## src/include/mem_router_pkg.sv

```systemverilog
// Package: address map constants for the memory address router
package mem_router_pkg;

	// ==========================================================
	// Address widths
	localparam int PROG_ADDR_W  = 21;
	localparam int DATA_ADDR_W  = 22;
	localparam int COP_ADDR_W   = 16;
	localparam int EXT_ADDR_W   = 24;

	// ==========================================================
	// Program space split (byte-address view of the word space)
	localparam logic [21:0] PROG_INT_LIMIT = 22'h3F_BFFF;
	localparam logic [21:0] PROG_INT_START = 22'h3F_C000;

	// ==========================================================
	// Data space split
	localparam int DATA_INT_BIT = 21;

	// ==========================================================
	// Coprocessor memory areas (words)
	localparam logic [15:0] COP_X_WORDS = 16'h4000;
	localparam logic [15:0] COP_Y_WORDS = 16'h2000;

	// Internal data memory window below the top bit (72K byte)
	localparam logic [20:0] DATA_INT_BYTES = 21'h01_2000;

	// ==========================================================
	// External space: lower half static RAM, upper half SDRAM
	localparam int EXT_HALF_BIT = 23;
	localparam logic [23:0] SRAM_BANK_MIN = 24'h04_0000;
	localparam logic [23:0] SRAM_BANK_MAX = 24'h20_0000;
	localparam logic [23:0] EXT_HALF_WORDS = 24'h80_0000;

	// Status word position of the fast interrupt enable bit
	localparam int FIQ_EN_POS = 0;

	// Status word reset value
	localparam logic [15:0] STATUS_RESET = 16'h0080;

endpackage

```

## src/hw/ext_addr_former.sv

```systemverilog
// Forms an external memory address from a window base and a local offset
`timescale 1ns/10ps
module ext_addr_former #(
	parameter int OFFS_W = 12
) (
	// Clock and reset
	input  wire logic                  clk_sys,
	input  wire logic                  rstSync_n,
	// Base pointer load
	input  wire logic                  baseWrite,
	input  wire logic [23:0]           baseData,
	// Request
	input  wire logic                  reqValid,
	input  wire logic [OFFS_W-1:0]     reqOffset,
	input  wire logic [23:0]           sramBankWords,
	// Result
	output logic      [23:0]           base,
	output logic      [23:0]           extAddr,
	output logic                       extSdram,
	output logic                       extValid,
	output logic                       extBankErr
);

	logic [23:0] sum;

	always_ff @(posedge clk_sys or negedge rstSync_n)
	begin
		if (!rstSync_n)
			base <= 24'h00_0000;
		else if (baseWrite)
			base <= baseData;
	end

	// Offset added onto the base reaches all of the external space
	assign sum = base + {{(24-OFFS_W){1'b0}}, reqOffset};

	always_ff @(posedge clk_sys or negedge rstSync_n)
	begin
		if (!rstSync_n)
		begin
			extAddr    <= 24'h00_0000;
			extSdram   <= 1'b0;
			extValid   <= 1'b0;
			extBankErr <= 1'b0;
		end
		else
		begin
			extValid   <= reqValid;
			extAddr    <= sum;
			extSdram   <= sum[mem_router_pkg::EXT_HALF_BIT];
			// Static RAM half only decodes up to the configured bank size
			extBankErr <= reqValid && !sum[mem_router_pkg::EXT_HALF_BIT]
				&& (sum >= sramBankWords);
		end
	end

endmodule

```

## src/hw/memory_address_router.sv

```systemverilog
// Memory address router: steers core, coprocessor and mover accesses
`timescale 1ns/10ps
module memory_address_router #(
	parameter int CACHE_OFFS_W = 12
) (
	// Clock and reset
	input  wire logic                  clk_sys,
	input  wire logic                  rst_n,
	// Core program fetch
	input  wire logic                  progReq,
	input  wire logic [20:0]           program_word_addr,
	output logic                       progToInternal,
	output logic                       progToCache,
	// Core data access
	input  wire logic                  dataReq,
	input  wire logic [21:0]           byte_addr_lines,
	output logic                       dataToInternal,
	output logic                       dataToCache,
	// Coprocessor data access
	input  wire logic                  copReq,
	input  wire logic                  copSelY,
	input  wire logic [15:0]           copAddr,
	output logic                       copToX,
	output logic                       copToY,
	// Status word of the core
	input  wire logic [15:0]           status_word,
	// Fast interrupt
	output logic                       fast_irq,
	output logic                       violationTaken,
	input  wire logic                  fastIrqAck,
	// Cache base pointers
	input  wire logic                  icBaseWrite,
	input  wire logic                  dcBaseWrite,
	input  wire logic [23:0]           baseData,
	output logic      [23:0]           instr_cache_window_base,
	output logic      [23:0]           data_cache_window_base,
	// External configuration and addresses
	input  wire logic [1:0]            sramBankSel,
	input  wire logic                  icMiss,
	input  wire logic [CACHE_OFFS_W-1:0] icMissOffs,
	input  wire logic                  dcMiss,
	input  wire logic [CACHE_OFFS_W-1:0] dcMissOffs,
	output logic      [23:0]           icExtAddr,
	output logic                       icExtSdram,
	output logic                       icExtValid,
	output logic      [23:0]           dcExtAddr,
	output logic                       dcExtSdram,
	output logic                       dcExtValid,
	// Movers
	input  wire logic                  data_side_mover,
	input  wire logic                  y_side_mover,
	input  wire logic                  moverToExt,
	output logic                       moverIntRead,
	output logic                       moverIntWrite,
	output logic                       moverExtRead,
	output logic                       moverExtWrite
);

	// ==========================================================
	// Reset release
	logic rstMeta_n;
	logic rstSync_n;

	always_ff @(posedge clk_sys or negedge rst_n)
	begin
		if (!rst_n)
		begin
			rstMeta_n <= 1'b0;
			rstSync_n <= 1'b0;
		end
		else
		begin
			rstMeta_n <= 1'b1;
			rstSync_n <= rstMeta_n;
		end
	end

	// ==========================================================
	// Program decode
	logic [21:0] progByteAddr;

	// Word address shown as byte address so the split constants apply
	assign progByteAddr = {program_word_addr, 1'b0};

	always_comb
	begin
		progToInternal = progReq && (progByteAddr > mem_router_pkg::PROG_INT_LIMIT);
		progToCache    = progReq && (progByteAddr < mem_router_pkg::PROG_INT_START);
	end

	// ==========================================================
	// Core data decode
	logic dataHole;

	always_comb
	begin
		dataToInternal = dataReq && byte_addr_lines[mem_router_pkg::DATA_INT_BIT];
		dataToCache    = dataReq && !byte_addr_lines[mem_router_pkg::DATA_INT_BIT];
		// Above the 72K internal block nothing answers
		dataHole = dataReq && byte_addr_lines[mem_router_pkg::DATA_INT_BIT]
			&& (byte_addr_lines[20:0] >= mem_router_pkg::DATA_INT_BYTES);
	end

	// ==========================================================
	// Coprocessor decode
	logic copHole;

	always_comb
	begin
		copToX  = copReq && !copSelY && (copAddr < mem_router_pkg::COP_X_WORDS);
		copToY  = copReq && copSelY && (copAddr < mem_router_pkg::COP_Y_WORDS);
		copHole = copReq && !copToX && !copToY;
	end

	// ==========================================================
	// Fast interrupt
	logic fastEnable;

	assign fastEnable = status_word[mem_router_pkg::FIQ_EN_POS];

	// Request stays pending until acknowledged; a new hole wins over the ack
	always_ff @(posedge clk_sys or negedge rstSync_n)
	begin
		if (!rstSync_n)
			fast_irq <= 1'b0;
		else if (copHole || dataHole)
			fast_irq <= 1'b1;
		else if (fastIrqAck)
			fast_irq <= 1'b0;
	end

	// Routine entry only counts while the enable bit is set
	assign violationTaken = fast_irq && fastEnable;

	// ==========================================================
	// External address forming
	logic [23:0] sramBankWords;
	logic        icBankErr;
	logic        dcBankErr;

	always_comb
	begin
		case (sramBankSel)
			2'b00: sramBankWords = mem_router_pkg::SRAM_BANK_MIN;
			2'b01: sramBankWords = mem_router_pkg::SRAM_BANK_MIN << 1;
			2'b10: sramBankWords = mem_router_pkg::SRAM_BANK_MIN << 2;
			default: sramBankWords = mem_router_pkg::SRAM_BANK_MAX;
		endcase
	end

	ext_addr_former #(
		.OFFS_W        (CACHE_OFFS_W)
	) icFormer (
		.clk_sys       (clk_sys),
		.rstSync_n     (rstSync_n),
		.baseWrite     (icBaseWrite),
		.baseData      (baseData),
		.reqValid      (icMiss),
		.reqOffset     (icMissOffs),
		.sramBankWords (sramBankWords),
		.base          (instr_cache_window_base),
		.extAddr       (icExtAddr),
		.extSdram      (icExtSdram),
		.extValid      (icExtValid),
		.extBankErr    (icBankErr)
	);

	ext_addr_former #(
		.OFFS_W        (CACHE_OFFS_W)
	) dcFormer (
		.clk_sys       (clk_sys),
		.rstSync_n     (rstSync_n),
		.baseWrite     (dcBaseWrite),
		.baseData      (baseData),
		.reqValid      (dcMiss),
		.reqOffset     (dcMissOffs),
		.sramBankWords (sramBankWords),
		.base          (data_cache_window_base),
		.extAddr       (dcExtAddr),
		.extSdram      (dcExtSdram),
		.extValid      (dcExtValid),
		.extBankErr    (dcBankErr)
	);

	// ==========================================================
	// Movers
	logic moverAct;

	assign moverAct = data_side_mover || y_side_mover;

	always_comb
	begin
		moverIntRead  = moverAct && moverToExt;
		moverExtWrite = moverAct && moverToExt;
		moverExtRead  = moverAct && !moverToExt;
		moverIntWrite = moverAct && !moverToExt;
	end

	// ==========================================================
	// Checks
	AST_PROG_INT: assert property (@(posedge clk_sys) disable iff (!rstSync_n)
		progReq && program_word_addr >= 21'h1F_E000 |-> progToInternal && !progToCache)
		else $error("high fetch not internal");
	AST_PROG_CACHE: assert property (@(posedge clk_sys) disable iff (!rstSync_n)
		progReq && program_word_addr < 21'h1F_E000 |-> progToCache && !progToInternal)
		else $error("low fetch not cached");
	AST_PROG_IDLE: assert property (@(posedge clk_sys) disable iff (!rstSync_n)
		!progReq |-> !progToInternal && !progToCache)
		else $error("fetch steered without request");
	AST_DATA_SEL: assert property (@(posedge clk_sys) disable iff (!rstSync_n)
		dataReq |-> (dataToInternal == byte_addr_lines[21]) && (dataToCache != dataToInternal))
		else $error("data select wrong");
	AST_DATA_IDLE: assert property (@(posedge clk_sys) disable iff (!rstSync_n)
		!dataReq |-> !dataToInternal && !dataToCache)
		else $error("data steered without request");
	AST_COP_X_SEL: assert property (@(posedge clk_sys) disable iff (!rstSync_n)
		copReq && !copSelY && copAddr < 16'h4000 |-> copToX && !copToY)
		else $error("coprocessor X select wrong");
	AST_COP_Y_SEL: assert property (@(posedge clk_sys) disable iff (!rstSync_n)
		copReq && copSelY && copAddr < 16'h2000 |-> copToY && !copToX)
		else $error("coprocessor Y select wrong");

	// Fast interrupt: a hole in the ack cycle keeps the request up
	AST_COP_FIQ: assert property (@(posedge clk_sys) disable iff (!rstSync_n)
		copReq && !copSelY && copAddr >= 16'h4000 |=> fast_irq)
		else $error("coprocessor hole missed");
	AST_COP_Y_FIQ: assert property (@(posedge clk_sys) disable iff (!rstSync_n)
		copReq && copSelY && copAddr >= 16'h2000 |=> fast_irq)
		else $error("coprocessor Y hole missed");
	AST_CORE_FIQ: assert property (@(posedge clk_sys) disable iff (!rstSync_n)
		dataReq && byte_addr_lines[21] && byte_addr_lines[20:0] >= 21'h01_2000 |=> fast_irq)
		else $error("core hole missed");
	AST_FIQ_QUIET: assert property (@(posedge clk_sys) disable iff (!rstSync_n)
		!fast_irq && !copReq && !dataReq |=> !fast_irq)
		else $error("fast interrupt without hole");
	AST_FIQ_HOLD: assert property (@(posedge clk_sys) disable iff (!rstSync_n)
		fast_irq && !fastIrqAck |=> fast_irq)
		else $error("fast interrupt dropped before ack");
	AST_FIQ_CLEAR: assert property (@(posedge clk_sys) disable iff (!rstSync_n)
		fast_irq && fastIrqAck && !copReq && !dataReq |=> !fast_irq)
		else $error("fast interrupt not cleared");
	AST_FIQ_GATE: assert property (@(posedge clk_sys) disable iff (!rstSync_n)
		violationTaken |-> fast_irq && status_word[0])
		else $error("violation taken while disabled");
	AST_FIQ_TAKE: assert property (@(posedge clk_sys) disable iff (!rstSync_n)
		fast_irq && status_word[0] |-> violationTaken)
		else $error("violation not taken while enabled");

	// External addresses
	AST_IC_BASE: assert property (@(posedge clk_sys) disable iff (!rstSync_n)
		icBaseWrite |=> instr_cache_window_base == $past(baseData))
		else $error("program base not loaded");
	AST_DC_BASE: assert property (@(posedge clk_sys) disable iff (!rstSync_n)
		dcBaseWrite |=> data_cache_window_base == $past(baseData))
		else $error("data base not loaded");
	AST_IC_EXT: assert property (@(posedge clk_sys) disable iff (!rstSync_n)
		icMiss && !icBaseWrite |=> icExtValid
		&& icExtAddr == $past(instr_cache_window_base) + 24'($past(icMissOffs)))
		else $error("program ext address wrong");
	AST_DC_EXT: assert property (@(posedge clk_sys) disable iff (!rstSync_n)
		dcMiss |=> dcExtValid
		&& dcExtAddr == $past(data_cache_window_base) + 24'($past(dcMissOffs)))
		else $error("data ext address wrong");
	AST_IC_IDLE: assert property (@(posedge clk_sys) disable iff (!rstSync_n)
		!icMiss |=> !icExtValid)
		else $error("program ext result without miss");
	AST_DC_IDLE: assert property (@(posedge clk_sys) disable iff (!rstSync_n)
		!dcMiss |=> !dcExtValid)
		else $error("data ext result without miss");
	AST_IC_HALF: assert property (@(posedge clk_sys) disable iff (!rstSync_n)
		icExtValid |-> icExtSdram == icExtAddr[23])
		else $error("program external half wrong");
	AST_DC_HALF: assert property (@(posedge clk_sys) disable iff (!rstSync_n)
		dcExtValid |-> dcExtSdram == dcExtAddr[23])
		else $error("external half wrong");
	// Bank limit is the size selected in the cycle the miss was taken
	AST_IC_BANK: assert property (@(posedge clk_sys) disable iff (!rstSync_n)
		icExtValid |-> icBankErr == (!icExtSdram
		&& icExtAddr >= (mem_router_pkg::SRAM_BANK_MIN << $past(sramBankSel))))
		else $error("program bank error wrong");
	AST_DC_BANK: assert property (@(posedge clk_sys) disable iff (!rstSync_n)
		dcExtValid |-> dcBankErr == (!dcExtSdram
		&& dcExtAddr >= (mem_router_pkg::SRAM_BANK_MIN << $past(sramBankSel))))
		else $error("data bank error wrong");

	// Movers
	AST_MOVER: assert property (@(posedge clk_sys) disable iff (!rstSync_n)
		moverAct |-> (moverIntRead ^ moverIntWrite) && (moverIntRead == moverExtWrite))
		else $error("mover direction wrong");
	AST_MOVER_IDLE: assert property (@(posedge clk_sys) disable iff (!rstSync_n)
		!moverAct |-> !moverIntRead && !moverIntWrite && !moverExtRead && !moverExtWrite)
		else $error("mover strobe while idle");

endmodule

```

## config.mk

```make
export PLATFORM = sky130hd
export DESIGN_NAME = memory_address_router
export DESIGN_NICKNAME = d
export VERILOG_FILES = /design/src/include/mem_router_pkg.sv /design/src/hw/ext_addr_former.sv /design/src/hw/memory_address_router.sv
export SDC_FILE = /design/constraint.sdc
export NUM_CORES = 1
export LEC_CHECK = 0
export BUFFER_PORTS_ARGS = -buffer_cell sky130_fd_sc_hd__buf_2
export CAP_MARGIN = 40
export CORE_AREA = 2 2 111 113
export CTS_CLUSTER_DIAMETER = 60
export DETAILED_ROUTE_END_ITERATION = 7
export DIE_AREA = 0 0 113 115
export PLACE_DENSITY_LB_ADDON = 0.12
export SLEW_MARGIN = 20
export SYNTH_ARGS = -nofsm -noshare
export SYNTH_HDL_FRONTEND = slang
export SYNTH_HIERARCHICAL = 1
export SYNTH_SLANG_ARGS = --single-unit
export TNS_END_PERCENT = 5
```

## constraint.sdc

```tcl
create_clock -name clk_sys -period 4.5 [get_ports clk_sys]
set_input_delay 0.45 -clock clk_sys [delete_from_list [all_inputs] [get_ports clk_sys]]
set_output_delay 0.45 -clock clk_sys [all_outputs]
set_load 0.1 [all_outputs]
```

==> results by group <==
Worst setup path
  – WS Path Type: reg2reg
  – Worst Setup End Kind: register
  – Critical-path maximum fanout: 6
  – Arrival time at the worst endpoint: roughly 2.7 ns
  – RR Startpoint: dcFormer/base[0]$_DFFE_PN0P_
  – CP Launch Type: register
  – R2R depth: 7
  – Worst reg2reg setup slack: roughly 2.0 ns
  – R2r endpoint: dcFormer/extAddr[18]$_DFF_PN0_
  – Worst Setup SP: dcFormer/base[0]$_DFFE_PN0P_
  – CP required: between 4 and 5 ns

Place
  – Gpl congestion: just under 0.9
  – Port bufs: between 150 and 200
  – DP Wirelength: 9.08 mm
  – Placed cell count: 729

Outcome
  – Status: complete, but fails checks
  – Failing checks: design-rule violations

Drt
  – Via/cell ratio: between 4 and 5
  – DRC viols: 14
  – Final ANT Viol Nets: 0
  – DR WL/cell: 15.7 um
  – Wirelength, routed: 11.7 mm
  – Iteration-0 DRC Markers: 120
  – 1st-pass router iterations: 6
  – Vias: approximately 3700

Clock tree
  – CTS H-tree depth: 3
  – CTS Hold Bufs: 1
  – Resized cells post-CTS: 0
  – Clock sink total: around 100
  – Setup Buffers After CTS: 0
  – Clk_lat worst skew: between 0.3 and 0.4 ns
  – Num CTS Buffers: 9
  – CTS Root Cell: clkbuf_16
  – Clk buf depth: 2
  – Clock edge transition at the registers on the reported setup and hold paths: 0.07 ns
  – CTS tree: yes

Synth
  – Synthesized cell area: slightly below 5000 um2
  – Post-Synthesis Net Count: 564
  – Cells after synthesis: 399
  – YS warnings: 6
  – Syn Area/Cell: 12.2 um2

STA
  – F_max: 402 MHz
  – Minimum clock period: 2.49 ns
  – Fin Clk Skew: 0.00758 ns
  – Final max-slew violation count: 0
  – Fin crit share: a little under three fifths
  – Worst slew pin tran: just under 0.6 ns
  – Rel. slew slack: 60.2%
  – Final Hold Viols: 0
  – Setup TNS Final: 0 ns
  – Final setup vio count: 0
  – RSZ-0062 raised after global routing: no

Worst hold path
  – Hold path cells: 1
  – Hold Path Class: in2reg
  – Hold EP: icFormer/extValid$_DFF_PN0_
  – HP Start: icMiss

GRT
  – GRT Total Usage: between 10% and 20%
  – Antenna violations before repair: 0
  – First-pass GRT wire length: 18.1 mm
  – Congestion Overflow GR: 0
  – Largest net degree at the start of global routing: 62
  – Vias in the first global route: 3590

Floorplanning
  – Die height: 115 um
  – Core area: 11800 um2
  – Die width: roughly 110 um
  – Num ports: about 250
  – Initial Util: 41.2%
  – Std-Cell Rows: 40
  – Die ar.: around 13000 um2

Cells and area
  – Final cell count without fillers: 747
  – Area delta synth->final: 30.1%
  – Share of post-route cells with drive strength above 1: 46.0%
  – Final Net Count: 760
  – Diodes inserted: 0

Pwr
  – Leak: around 0.0031 uW
  – Worst IR Drop VDD: around 310 uV
  – PD cells: around 570 nW/um2

Job
  – Max-cap viol count: 0
[worst max-delay path by stage]
stage / end / slack [ns] / cells after the start
2_1_floorplan: copToY / 1.25 / 3
3_3_place_gp: dcFormer/extAddr[18]$_DFF_PN0_ / 1.89 / 8
3_5_place_dp: dcFormer/extAddr[18]$_DFF_PN0_ / 1.89 / 8
4_1_cts: dcFormer/extAddr[18]$_DFF_PN0_ / 2.05 / 7
5_1_grt: dcFormer/extAddr[20]$_DFF_PN0_ / 1.90 / 7
6_report: dcFormer/extAddr[18]$_DFF_PN0_ / 2.01 / 7
[worst max-delay path, stage by stage, from the launching register on]
cell	delay [ns]
dfrtp_1	0.39
ha_1	0.22
fa_1	0.40
a21oi_1	0.33
o21ai_4	0.11
a2111oi_4	0.58
nor3_1	0.16
xor2_1	0.17
[cell usage in the layout, fill, tap and decap left out, types with 3 or more instances in the layout]
master	n
nand3_1	9
a21oi_1	22
o211ai_1	4
and2_1	5
nor2b_1	5
ha_1	24
nand2_1	27
and4_1	3
o21ai_1	6
a21o_1	8
and3_1	3
nand4_1	5
nor2_1	15
o21ai_0	5
inv_1	10
clkbuf_16	9
dfrtp_1	100
buf_2	194
xnor2_1	23
a31oi_1	4
nor3_1	8
mux2_2	45
xor2_1	16
[where the power goes]
group          switching, uW  total (uW)  internal, uW
sequential              82.0        1130          1040
clock                    344         853           508
combinational           1360        1650           290
[per-layer routing]
layer / share of wire, % / up-vias / track usage (%) / wire length, um
met1: 43 / 1777 / 23.4 / 5020
met3: 6.5 / 16 / 4.06 / 763
met2: 49 / 125 / 29.7 / 5750
li1: - / 1813 / - / -
met5: 0 / - / 0 / 0
met4: 1.7 / 0 / 6.50 / 200
[stage by stage]
step	util, %	area, um2	total power, uW	worst slack [ns]	hold WS [ns]
2_1_floorplan	-	4860	2510	1.25	0.154
3_3_place_gp	50.5	5960	2780	1.89	0.235
3_5_place_dp	50.5	5960	2800	1.89	0.238
4_1_cts	53.4	6310	3660	2.05	0.197
5_1_grt	53.6	6330	3770	1.90	0.190
6_report	53.6	6330	3630	2.01	0.206
[layout make-up]
| class | count | area, um2 |
|---|---|---|
| Inverter | 10 | 37.5 |
| Tap cell | 147 | 184 |
| Sequential cell | 101 | 2530 |
| Clock buffer | 10 | 239 |
| Multi-Input combinational cell | 276 | 2230 |
| Timing Repair Buffer | 197 | 1010 |
| Clock inverter | 6 | 93.8 |
| Fill cell | 1083 | 5480 |
[flip-flops by register name, indices dropped and copies added, names as in the netlist, 24 cells and up]
signal / count
dcFormer/extAddr: 24
icFormer/extAddr: 24
icFormer/base: 24
dcFormer/base: 24
Power figures use the tool's default switching activity.
